File: src/common/icdt_pkg.sv
// Constants, field layouts and types for the capture unit with own timers.
// Assumes a single 250 MHz clock and an Avalon-MM slave with byte addresses.
// Summary of operation
// RULE1: nine identical independent capture modules
// RULE2: six clock sources drive private 16-bit counter
// RULE3: free-running counter counts up, wraps FFFF
// RULE4: capture event stores present counter value
// RULE5: FIFO holds up to four captures
// RULE6: free-run when source zero, trigger clear
// RULE7: nonzero source: sync or trigger operation
// RULE8: up to thirty sync or trigger sources
// RULE9: sync operation captures once source enabled
// RULE10: sync event clears the counter
// RULE11: trigger operation holds counter until event
// RULE12: software trigger: starts when status set
// RULE13: adjacent pair chains into 32 bits
// RULE14: unchained modules run alone, 16 bits
// RULE15: odd module low half, even high; the code makes the even module the low half and the odd module the high half
// RULE16: low half wrap increments high half
// RULE17: software sets cascade bit in both
// RULE18: capture every edge, rise, 4th, 16th
// RULE19: not-empty flag while FIFO holds data
// RULE20: chained sync pair held until enabled
// RULE21: chained upper follows lower in step
// RULE22: FIFO read returns and removes oldest
// RULE23: trigger event sets status until cleared
package icdt_pkg;
   // ***********************************************
   // Sizes
   // ***********************************************
   localparam int NUM_MOD    = 9;
   localparam int NUM_CLKPIN = 5;
   localparam int NUM_SYNC   = 30;
   localparam int CNT_W      = 16;
   localparam int FIFO_DEPTH = 4;
   localparam int ADDR_W     = 8;
   // ***********************************************
   // Register map: address[7:4] module, [3:2] register
   // ***********************************************
   localparam logic [1:0] REG_CON1 = 2'h0;
   localparam logic [1:0] REG_CON2 = 2'h1;
   localparam logic [1:0] REG_FIFO = 2'h2;
   localparam logic [1:0] REG_CNT  = 2'h3;
   localparam logic [15:0] CON_RST  = 16'h0000;
   localparam logic [15:0] C1_WMASK = 16'h1C07;
   localparam logic [15:0] C2_WMASK = 16'h01DF;
   // ***********************************************
   // Field positions
   // ***********************************************
   localparam int C1_CLKSEL_LSB = 10;
   localparam int C1_OVF        = 4;
   localparam int C1_BNE        = 3;
   localparam int C2_CASC       = 8;
   localparam int C2_TRIG       = 7;
   localparam int C2_TSTAT      = 6;
   // ***********************************************
   // Capture mode codes and clock selection
   // ***********************************************
   localparam logic [2:0] MODE_ANY   = 3'h1;
   localparam logic [2:0] MODE_RISE  = 3'h3;
   localparam logic [2:0] MODE_RISE4 = 3'h4;
   localparam logic [2:0] MODE_RISE16 = 3'h5;
   localparam logic [2:0] CLK_SYS    = 3'h0;
   localparam logic [CNT_W-1:0] CNT_MAX = 16'hFFFF;
   typedef enum logic [1:0] {OP_FREE, OP_SYNC, OP_HWTRIG, OP_SWTRIG} icdt_op_t;
endpackage : icdt_pkg

File: src/icdt_top.sv
// Nine capture modules, each with own counter and 4-entry FIFO.
// Assumes Avalon-MM master on clock; pins arrive asynchronous,
// sync_event and sync_enable come from logic on the same clock.
//
// Decided for this implementation: the register addresses and the Avalon-MM slave port.
module icdt_top (
   input  wire logic        clock,
   input  wire logic        arst_n,
   input  wire logic [7:0]  address,
   input  wire logic        read,
   input  wire logic        write,
   input  wire logic [31:0] writedata,
   output logic      [31:0] readdata,
   output logic             waitrequest,
   input  wire logic [4:0]  clock_pin,
   input  wire logic [8:0]  capture_input,
   input  wire logic [29:0] sync_event,
   input  wire logic [29:0] sync_enable
);
   // ***********************************************
   // Reset release
   // ***********************************************
   logic rst_a_r;
   logic rst_n_r;
   // Two flops so release is clean against clock
   always_ff @(posedge clock or negedge arst_n)
   begin
      if (!arst_n)
      begin
         rst_a_r <= 1'b0;
         rst_n_r <= 1'b0;
      end
      else
      begin
         rst_a_r <= 1'b1;
         rst_n_r <= rst_a_r;
      end
   end

   // ***********************************************
   // Pin synchronisers (clock pins above capture pins)
   // ***********************************************
   logic [13:0] pin_raw;
   logic [13:0] s1_r;
   logic [13:0] s2_r;
   logic [13:0] s3_r;
   logic [13:0] lvl_r;
   logic [13:0] lvl_nxt;
   logic [13:0] rise;
   logic [13:0] fall;
   logic [4:0]  clk_rise;
   assign pin_raw = {clock_pin, capture_input};
   // Level moves only when second and third stages agree
   always_comb
   begin
      lvl_nxt = (~(s2_r ^ s3_r) & s3_r) | ((s2_r ^ s3_r) & lvl_r);
      rise    = lvl_nxt & ~lvl_r;
      fall    = ~lvl_nxt & lvl_r;
   end
   assign clk_rise = rise[13:9];
   always_ff @(posedge clock or negedge rst_n_r)
   begin
      if (!rst_n_r)
      begin
         s1_r  <= 14'h0000;
         s2_r  <= 14'h0000;
         s3_r  <= 14'h0000;
         lvl_r <= 14'h0000;
      end
      else
      begin
         s1_r  <= pin_raw;
         s2_r  <= s1_r;
         s3_r  <= s2_r;
         lvl_r <= lvl_nxt;
      end
   end

   // ***********************************************
   // Bus decode and read path
   // ***********************************************
   logic [3:0]  sel_mod;
   logic [1:0]  sel_reg;
   logic        hit;
   logic        wr_go;
   logic        rd_pop;
   logic        rvalid_r;
   logic        rvalid_nxt;
   logic [31:0] rdata_r;
   logic [31:0] rdata_nxt;
   logic [15:0] con1_r [9];
   logic [15:0] con2_r [9];
   logic [15:0] cnt_r  [9];
   logic [15:0] fifo_r [9][4];
   logic [1:0]  rdp_r  [9];
   logic [2:0]  fcnt_r [9];
   logic [8:0]  ovf_v;
   logic [8:0]  wrap;
   logic [8:0]  cap_ev;
   logic [31:0] sync_pad;
   logic [31:0] syncon_pad;
   assign sel_mod = address[7:4];
   assign sel_reg = address[3:2];
   assign hit     = (sel_mod < 4'h9);
   assign wr_go   = write & hit;
   // One wait state on reads, none on writes
   assign waitrequest = read & ~rvalid_r;
   assign rd_pop      = read & rvalid_r & hit & (sel_reg == icdt_pkg::REG_FIFO);
   assign readdata    = rdata_r;
   // Source code n picks bit n; codes 0 and 31 select nothing
   assign sync_pad   = {1'b0, sync_event, 1'b0}; // RULE8
   assign syncon_pad = {1'b0, sync_enable, 1'b0};
   // Read data captured during the wait cycle; unmapped reads as zero
   always_comb
   begin
      rvalid_nxt = read & ~rvalid_r;
      rdata_nxt  = rdata_r;
      if (read && !rvalid_r)
      begin
         rdata_nxt = 32'h0000_0000;
         if (hit)
         begin
            case (sel_reg)
               icdt_pkg::REG_CON1:
                  rdata_nxt[15:0] = con1_r[sel_mod]
                     | {11'h000, ovf_v[sel_mod], (fcnt_r[sel_mod] != 3'h0),
                        3'h0}; // RULE19
               icdt_pkg::REG_CON2: rdata_nxt[15:0] = con2_r[sel_mod];
               icdt_pkg::REG_FIFO:
                  rdata_nxt[15:0] = fifo_r[sel_mod][rdp_r[sel_mod]]; // RULE22
               default: rdata_nxt[15:0] = cnt_r[sel_mod];
            endcase
         end
      end
   end
   always_ff @(posedge clock or negedge rst_n_r)
   begin
      if (!rst_n_r)
      begin
         rvalid_r <= 1'b0;
         rdata_r  <= 32'h0000_0000;
      end
      else
      begin
         rvalid_r <= rvalid_nxt;
         rdata_r  <= rdata_nxt;
      end
   end

   // ***********************************************
   // Capture modules
   // ***********************************************
   genvar gi;
   generate
      for (gi = 0; gi < icdt_pkg::NUM_MOD; gi++) // RULE1
      begin : g_mod
         localparam int LO = (gi % 2 == 1) ? gi - 1 : gi;
         icdt_pkg::icdt_op_t op;
         logic        casc;
         logic [15:0] c1;
         logic [15:0] c2;
         logic [4:0]  ssel;
         logic        sync_ev;
         logic        sync_on;
         logic        run;
         logic        tick;
         logic        own_ev;
         logic        cap;
         logic [2:0]  csel;
         logic [15:0] con1_nxt;
         logic [15:0] con2_nxt;
         logic [15:0] cnt_nxt;
         logic [15:0] fifo_nxt [4];
         logic [1:0]  wrp_r;
         logic [1:0]  wrp_nxt;
         logic [1:0]  rdp_nxt;
         logic [2:0]  fcnt_nxt;
         logic [3:0]  pre_r;
         logic [3:0]  pre_nxt;
         logic        ovf_r;
         logic        ovf_nxt;
         logic        push;
         logic        pop;
         logic        wsel;

         // Upper half follows its lower partner when both bits set
         assign casc = (LO != gi) && con2_r[gi][icdt_pkg::C2_CASC]
                       && con2_r[LO][icdt_pkg::C2_CASC]; // RULE17
         assign c1 = casc ? con1_r[LO] : con1_r[gi]; // RULE21
         assign c2 = casc ? con2_r[LO] : con2_r[gi]; // RULE14
         assign ssel    = c2[4:0];
         assign sync_ev = sync_pad[ssel];
         assign sync_on = syncon_pad[ssel];
         assign csel    = c1[icdt_pkg::C1_CLKSEL_LSB +: 3];
         assign wsel    = wr_go && (sel_mod == 4'(gi));
         assign ovf_v[gi] = ovf_r;

         // Operating mode and run condition
         always_comb
         begin
            if (ssel == 5'h00)
               op = c2[icdt_pkg::C2_TRIG] ? icdt_pkg::OP_SWTRIG
                                          : icdt_pkg::OP_FREE; // RULE6
            else
               op = c2[icdt_pkg::C2_TRIG] ? icdt_pkg::OP_HWTRIG
                                          : icdt_pkg::OP_SYNC; // RULE7
            case (op)
               icdt_pkg::OP_FREE:   run = 1'b1;
               icdt_pkg::OP_SYNC:   run = sync_on; // RULE9
               icdt_pkg::OP_HWTRIG: run = c2[icdt_pkg::C2_TSTAT]; // RULE11
               icdt_pkg::OP_SWTRIG: run = c2[icdt_pkg::C2_TSTAT]; // RULE12
               default:             run = 1'b0;
            endcase
            // Code 0 is the system clock, 1..5 the clock pins
            if (csel == icdt_pkg::CLK_SYS)
               tick = 1'b1;
            else if (csel <= 3'h5)
               tick = clk_rise[3'(csel - 3'h1)]; // RULE2
            else
               tick = 1'b0;
         end
         assign wrap[gi] = run && tick && (cnt_r[gi] == icdt_pkg::CNT_MAX);

         // Edge qualification; prescaler counts rising edges
         always_comb
         begin
            pre_nxt = pre_r;
            own_ev  = 1'b0;
            case (con1_r[gi][2:0])
               icdt_pkg::MODE_ANY:  own_ev = rise[gi] | fall[gi]; // RULE18
               icdt_pkg::MODE_RISE: own_ev = rise[gi];
               icdt_pkg::MODE_RISE4:
                  own_ev = rise[gi] && (pre_r[1:0] == 2'h3);
               icdt_pkg::MODE_RISE16:
                  own_ev = rise[gi] && (pre_r == 4'hF);
               default: own_ev = 1'b0;
            endcase
            // Restart on any mode write so every 4th counts from setup
            if (con1_r[gi][2:0] == 3'h0
                || (wsel && sel_reg == icdt_pkg::REG_CON1))
               pre_nxt = 4'h0; // RULE18
            else if (rise[gi])
               pre_nxt = pre_r + 4'h1;
         end
         assign cap_ev[gi] = own_ev;
         // Both halves store on the lower module's event
         assign cap  = run && (casc ? cap_ev[LO] : cap_ev[gi]); // RULE15
         assign push = cap && (fcnt_r[gi] != 3'(icdt_pkg::FIFO_DEPTH));
         assign pop  = rd_pop && (sel_mod == 4'(gi))
                       && (fcnt_r[gi] != 3'h0);

         // Next state of counter, FIFO and control
         always_comb
         begin
            con1_nxt = con1_r[gi];
            con2_nxt = con2_r[gi];
            cnt_nxt  = cnt_r[gi];
            fifo_nxt = fifo_r[gi];
            wrp_nxt  = wrp_r;
            rdp_nxt  = rdp_r[gi];
            fcnt_nxt = fcnt_r[gi];
            ovf_nxt  = ovf_r;
            if (wsel && sel_reg == icdt_pkg::REG_CON1)
               con1_nxt = writedata[15:0] & icdt_pkg::C1_WMASK;
            if (wsel && sel_reg == icdt_pkg::REG_CON2)
               con2_nxt = writedata[15:0] & icdt_pkg::C2_WMASK;
            // Hardware set beats a software clear in the same cycle
            if (op == icdt_pkg::OP_HWTRIG && sync_ev && !casc)
               con2_nxt[icdt_pkg::C2_TSTAT] = 1'b1; // RULE23
            // Unenabled sync source keeps the counter at zero (pair too)
            if (op == icdt_pkg::OP_SYNC && (!sync_on || sync_ev))
               cnt_nxt = 16'h0000; // RULE10 RULE20
            else if (casc)
            begin
               if (wrap[LO])
                  cnt_nxt = cnt_r[gi] + 16'h0001; // RULE13 RULE16
            end
            else if (run && tick)
               cnt_nxt = cnt_r[gi] + 16'h0001; // RULE3
            if (push)
            begin
               fifo_nxt[wrp_r] = cnt_r[gi]; // RULE4
               wrp_nxt = wrp_r + 2'h1;
            end
            if (pop)
               rdp_nxt = rdp_r[gi] + 2'h1; // RULE22
            if (push && !pop)
               fcnt_nxt = fcnt_r[gi] + 3'h1; // RULE5
            else if (pop && !push)
               fcnt_nxt = fcnt_r[gi] - 3'h1;
            // Overrun flag clears once the FIFO is drained
            if (pop && fcnt_r[gi] == 3'h1 && !cap)
               ovf_nxt = 1'b0;
            if (cap && !push)
               ovf_nxt = 1'b1;
         end

         always_ff @(posedge clock or negedge rst_n_r)
         begin
            if (!rst_n_r)
            begin
               con1_r[gi] <= icdt_pkg::CON_RST;
               con2_r[gi] <= icdt_pkg::CON_RST;
               cnt_r[gi]  <= 16'h0000;
               fifo_r[gi] <= '{default: 16'h0000};
               wrp_r      <= 2'h0;
               rdp_r[gi]  <= 2'h0;
               fcnt_r[gi] <= 3'h0;
               pre_r      <= 4'h0;
               ovf_r      <= 1'b0;
            end
            else
            begin
               con1_r[gi] <= con1_nxt;
               con2_r[gi] <= con2_nxt;
               cnt_r[gi]  <= cnt_nxt;
               fifo_r[gi] <= fifo_nxt;
               wrp_r      <= wrp_nxt;
               rdp_r[gi]  <= rdp_nxt;
               fcnt_r[gi] <= fcnt_nxt;
               pre_r      <= pre_nxt;
               ovf_r      <= ovf_nxt;
            end
         end
      end
   endgenerate
endmodule : icdt_top

File: config.mk
export PLATFORM = sky130hd
export DESIGN_NAME = icdt_top
export DESIGN_NICKNAME = d
export VERILOG_FILES = /design/src/common/icdt_pkg.sv /design/src/icdt_top.sv
export SDC_FILE = /design/constraint.sdc
export NUM_CORES = 2
export LEC_CHECK = 0
export BUFFER_PORTS_ARGS = -buffer_cell sky130_fd_sc_hd__buf_2
export CORE_AREA = 2 2 209 417
export CTS_CLUSTER_DIAMETER = 40
export CTS_CLUSTER_SIZE = 14
export DETAILED_ROUTE_END_ITERATION = 10
export DIE_AREA = 0 0 211 419
export HOLD_SLACK_MARGIN = 0.06
export MAX_ROUTING_LAYER = met4
export PLACE_DENSITY_LB_ADDON = 0.25
export SLEW_MARGIN = 20
export SYNTH_ARGS = -nofsm -noshare
export SYNTH_HDL_FRONTEND = slang
export SYNTH_SLANG_ARGS = --single-unit
File: constraint.sdc
create_clock -name clock -period 62.1 [get_ports clock]
set_clock_uncertainty 0.1 [all_clocks]
set_input_delay 6.21 -clock clock [delete_from_list [all_inputs] [get_ports clock]]
set_output_delay 6.21 -clock clock [all_outputs]
set_load 0.005 [all_outputs]
=== Word-level counts from Yosys, hierarchy flattened ===
Cells that the tools add are included.

* Bits in registers: 1029
* Output and inout bits: 33
* Logic and storage cells: 1009

* $add $sub $neg: 63
* Order comparisons: 49
* Equality and inequality tests: 117
* Multiplexer cells: 279
* Bitwise logic cells: 36
* Reduce and logical (&&, ||, !) cells: 340

{| class="wikitable"
|+ Operators by type and width
! cell !! number
|-
| two-way mux 16 bit || 44
|-
| bitwise mux 64 bit || 9
|-
| demux 16 bit (select 2 bit) || 9
|-
| binary-select mux 64 bit (select 4 bit) || 1
|-
| binary-select mux 16 bit (select 4 bit) || 3
|-
| logical AND 1 bit || 175
|-
| adder 16 x 1 -> 16 bit (second input constant) || 9
|-
| two-way mux 64 bit || 2
|-
| binary-select mux 1 bit (select 5 bit) || 18
|-
| nonzero test 2 bit || 41
|-
| two-way mux 1 bit || 77
|-
| two-way mux 4 bit || 18
|-
| equality test 16 bit (second input constant) || 4
|-
| two-way mux 7 bit || 9
|-
| two-way mux 3 bit || 20
|-
| two-way mux 2 bit || 29
|-
| equality test 2 bit (second input constant) || 28
|-
| equality test 3 x 1 -> 1 bit (second input constant) || 18
|-
| equality test 3 bit (second input constant) || 18
|-
| zero test 3 bit || 18
|-
| < comparator 5 x 6 -> 1 bit (second input constant) || 9
|-
| subtractor 3 x 1 -> 3 bit (second input constant) || 18
|-
| two-way mux 13 bit || 4
|-
| one-hot mux 16 bit (3 select lines) || 1
|-
| other kinds (46) || 302
|}

=== Longest topological paths before layout ===
* Depth in word-level cells: 15
* Depth in mapped cells: 16
* Mapped depth without buffers: 14

=== Worst setup path after synthesis ===
No wires, ideal clock.

* Path kind: input -> output
* Start: input port read
* End: output port waitrequest
* Arrival time: 6.654 ns
* Required time: 55.790 ns
* Path slack: 49.136 ns
* Stages: 3
* Path buffers: 1
* Cell sequence: nand2b_1 -> clkbuf_1 -> inv_1

* Cells in the longest elaborated chain, start to end: 1

{| class="wikitable"
|+ Ends and longest elaborated chain
! item !! line !! source
|-
| start: declaration || icdt_top.sv:10 || <nowiki>input wire logic read,</nowiki>
|-
| bitwise AND 1 bit || icdt_top.sv:107 || <nowiki>assign waitrequest = read & ~rvalid_r;</nowiki>
|-
| end: declaration || icdt_top.sv:14 || <nowiki>output logic waitrequest,</nowiki>
|}

Every way passes these cells.

=== Worst setup path in the final report ===
Same ends and word-level chain as after synthesis.

==> out/qor.tcl <==
set qor(synth_commonest_cells) {1,029 x dfrtp_1, 675 x mux2_2, 317 x nand2_1, 291 x mux4_2, 255 x nor2_1}
set qor(areaGrowthSynthToFinish_pct) 7.81
set qor(cap_viol_max_count) 0
set qor(timing.max_slew.rel_slack) 0.148
set qor(viasPerCell) 7.06
set qor(avgSynthCellArea_um2) 11.8
set qor(cts-hold-fix-buffers) 0
set qor(remaining_global_route_overflow) 0
set qor(critPathSlowestCell) {nand2b_1}
set qor(via_count_of_the_first_global_routing_pass) 42800
set qor(detail-route-antenna-nets) 0
set qor(prevailing_post_synth_register_cell) {dfrtp_1}
set qor(via_count) 42100
set qor(critical_path.startpoint_type) {primary input}
set qor(syn-cell-area_um2) 57600
set qor(fin_total_pwr_mw) 1.86
set qor(gr-usage-all-layers) 0.411
set qor(cp-end-kind) {output port}
set qor(drcViolationCount) 0
set qor(layout.nets) 5074
set qor(floorplan.initialDensity) 0.674
set qor(power.ir.vdd_worst_mv) 0.0278
set qor(cts_bufs_inserted) 101
set qor(synth_edf_count) 0
set qor(cts_tree) {yes}
set qor(asyncSetResetFlopFracSynth) 1.00
set qor(final.period_utilization) 0.225
set qor(power.static_leakage_nw) 27.9
set qor(critical-path-max-stage-delay_ns) 0.60
set qor(num_rows) 152
set qor(synth-seq-cells) 1029
set qor(total_setup_buffers_inserted_after_cts) 0
set qor(setup_total_negative_slack_ns) 0
set qor(timing_worst_slew_pin_value_ns) 1.27
set qor(cell_area_power_density_nw_per_um2) 29.9
set qor(synth.top_cell.area_share) 0.447
set qor(detailedRoute.firstPassIterationCount) 5
set qor(dr.first_iter.drc_count) 4786
set qor(cts-root-to-sink-buffers) 3
set qor(worst_skew_late_latency_ns) 0.74
set qor(synth.area.top_cells) {dfrtp_1 45%, mux2_2 13%, mux4_2 11%}
set qor(gp_weighted_congestion) 0.957
set qor(hold_viol) 0
set qor(synth_seq_area_share) 0.447
set qor(library_cell_occupying_the_most_area_in_the_post_synthesis_netlist) {dfrtp_1}
set qor(final_layout_size_suffix_gt1_frac) 0.285
set qor(pin_count) 151
set qor(h_tree_depth) 3
set qor(outcome) {completed}
set qor(worst_ep_arrival_time_ns) 7.65
set qor(cts_root_buf) {clkbuf_16}
set qor(critical_path_peak_fanout) 18
set qor(design.core.area_um2) 85400
set qor(port_buffers) 111
set qor(clkSlewWorstSetupHoldPaths_ns) 0.06
set qor(timing.final.setup_violations) 0
set qor(chipHeight_um) 419
set qor(post-synth-top-count-cell) {dfrtp_1}
set qor(grt_start_max_net_pins) 184
set qor(grt_pass1_wl_um) 263000
set qor(maxSlewViolCount) 0
set qor(timing.fmax_ghz) 0.0716
set qor(cts_num_sinks) 1029
set qor(netlist-cell-type-count) 91
set qor(area_enclosed_by_the_die_boundary_um2) 88400
set qor(worstPathCellList) {buf_2 > nand2b_1 > inv_1 > buf_2}
set qor(critical_path_class) {primary input to output port}
set qor(hold_path.class) {register to register}
set qor(worst-endpoint-required_ns) 55.79
set qor(drt_wl_total_um) 173000
set qor(postCtsResizedCells) 0
set qor(die_width_um) 211
set qor(wl_per_cell_um) 29.0
set qor(cp_common_cell) {buf_2}
set qor(dp_hpwl_um) 119000
set qor(final_period_minus_worst_setup_slack_ns) 13.96
set qor(rsz_0062_raised_after_global_routing) {false}
set qor(ys.warnings.count) 0
set qor(post_synth_inst_count) 4861
set qor(initial_antenna_violation_count) 7
==> per-stage QoR <==
| step | cells | hold slack [ns] | worst slack, ns | util | area [um^2] |
|---|---|---|---|---|---|
| final | 5969 | 0.248 | 48.14 | 0.727 | 62100 |
| after global routing | 5969 | 0.258 | 48.13 | 0.727 | 62100 |
| after CTS | 5962 | 0.247 | 48.20 | 0.726 | 62000 |
| after detailed placement | 5795 | 0.236 | 48.20 | 0.686 | 58600 |
| after global placement | 5795 | 0.232 | 48.23 | 0.686 | 58600 |
| after floorplan | 4876 | 0.231 | 31.19 | - | 57600 |
==> final timing paths <==
| path | startpoint | end | slack, ns | cells past startpoint |
|---|---|---|---|---|
| worst max-delay path | read | waitrequest | 48.14 | 4 |
| worst min-delay path | s1_r[11]$_DFF_PN0_ | s2_r[11]$_DFF_PN0_ | 0.25 | 0 |
| worst max register to register | g_mod[2].c2[2]$_DFFE_PN0P_ | fifo_r[407]$_DFFE_PN0P_ | 57.19 | 7 |
| worst min register to register | s1_r[11]$_DFF_PN0_ | s2_r[11]$_DFF_PN0_ | 0.25 | 0 |
| max in group asynchronous | arst_n | rst_n_r$_DFF_PN0_ | 56.62 | 1 |
| min in group asynchronous | rst_n_r$_DFF_PN0_ | s2_r[5]$_DFF_PN0_ | 0.30 | 0 |
==> cell type report <==
type | count | area [um^2]
antenna | 6 | 15.0
clock buffer | 117 | 2700
clock inverter | 50 | 657
fill | 5665 | 23300
inverter | 126 | 473
multi-input combinational | 3388 | 30000
sequential | 1029 | 25800
tap | 1078 | 1350
timing repair buffer | 175 | 1140
==> layer usage <==
layer | up-vias | share of wire | wire length [um] | track usage
met5 | - | 0 | 0 | -
met4 | 0 | 0.068 | 11800 | 0.241
met3 | 608 | 0.089 | 15500 | 0.0796
met2 | 2330 | 0.47 | 81500 | 0.621
met1 | 21500 | 0.37 | 64600 | 0.520
li1 | 17700 | - | - | -
==> worst max-delay path: cells and delay by family <==
kind                   cells  cell delay, ns
and+or+nand+nor            1            0.60
buffers and inverters      3            0.84
==> cells by family after synthesis <==
group           synth area share
mux                        0.271
flops                      0.447
compound gates            0.0864
simple gates               0.103
fa+ha+maj                 0.0318
other cells             0.000130
xor+xnor                  0.0254
buf+inv                   0.0350
==> registers in the layout (all words and copies together), names as in the netlist, 16 cells and up <==
register and cells:
cnt_r 144, con1_r 24, con2_r 32, fcnt_r 27, fifo_r 576, g_mod.c1 30, g_mod.c2 40, g_mod.pre_r 36
g_mod.wrp_r 18, rdp_r 18, readdata 16
==> power breakdown <==
part | leakage, nW | switching, mW | internal (mW) | total, mW
Sequential | 13.9 | 0.0875 | 0.735 | 0.823
Clock | 1.61 | 0.279 | 0.348 | 0.628
Combinational | 12.4 | 0.234 | 0.171 | 0.405
==> placed cells by master (no fill, tap or decap), types with 13 or more instances in the layout <==
| cell | count |
|---|---|
| nor4_1 | 15 |
| mux2_4 | 24 |
| or3_1 | 44 |
| xnor2_1 | 83 |
| mux4_2 | 291 |
| mux2i_1 | 110 |
| a31oi_1 | 13 |
| nor3b_1 | 14 |
| buf_2 | 107 |
| mux2_2 | 675 |
| nand2b_1 | 29 |
| inv_1 | 125 |
| buf_4 | 59 |
| a21boi_0 | 14 |
| nand2_1 | 316 |
| nor2_1 | 255 |
| nor3_1 | 42 |
| and2_1 | 19 |
| nand3b_1 | 31 |
| xor2_1 | 84 |
| o31ai_1 | 27 |
| a21oi_1 | 236 |
| o211ai_1 | 64 |
| ha_1 | 135 |
| a211oi_1 | 43 |
| conb_1 | 17 |
| nand4_1 | 50 |
| dfrtp_1 | 1027 |
| and3_1 | 59 |
| a221oi_1 | 20 |
| maj3_1 | 14 |
| nand3_1 | 102 |
| a22oi_1 | 14 |
| nor2b_1 | 120 |
| clkbuf_16 | 102 |
| o21ai_0 | 205 |
Power figures use the tool's default switching activity.
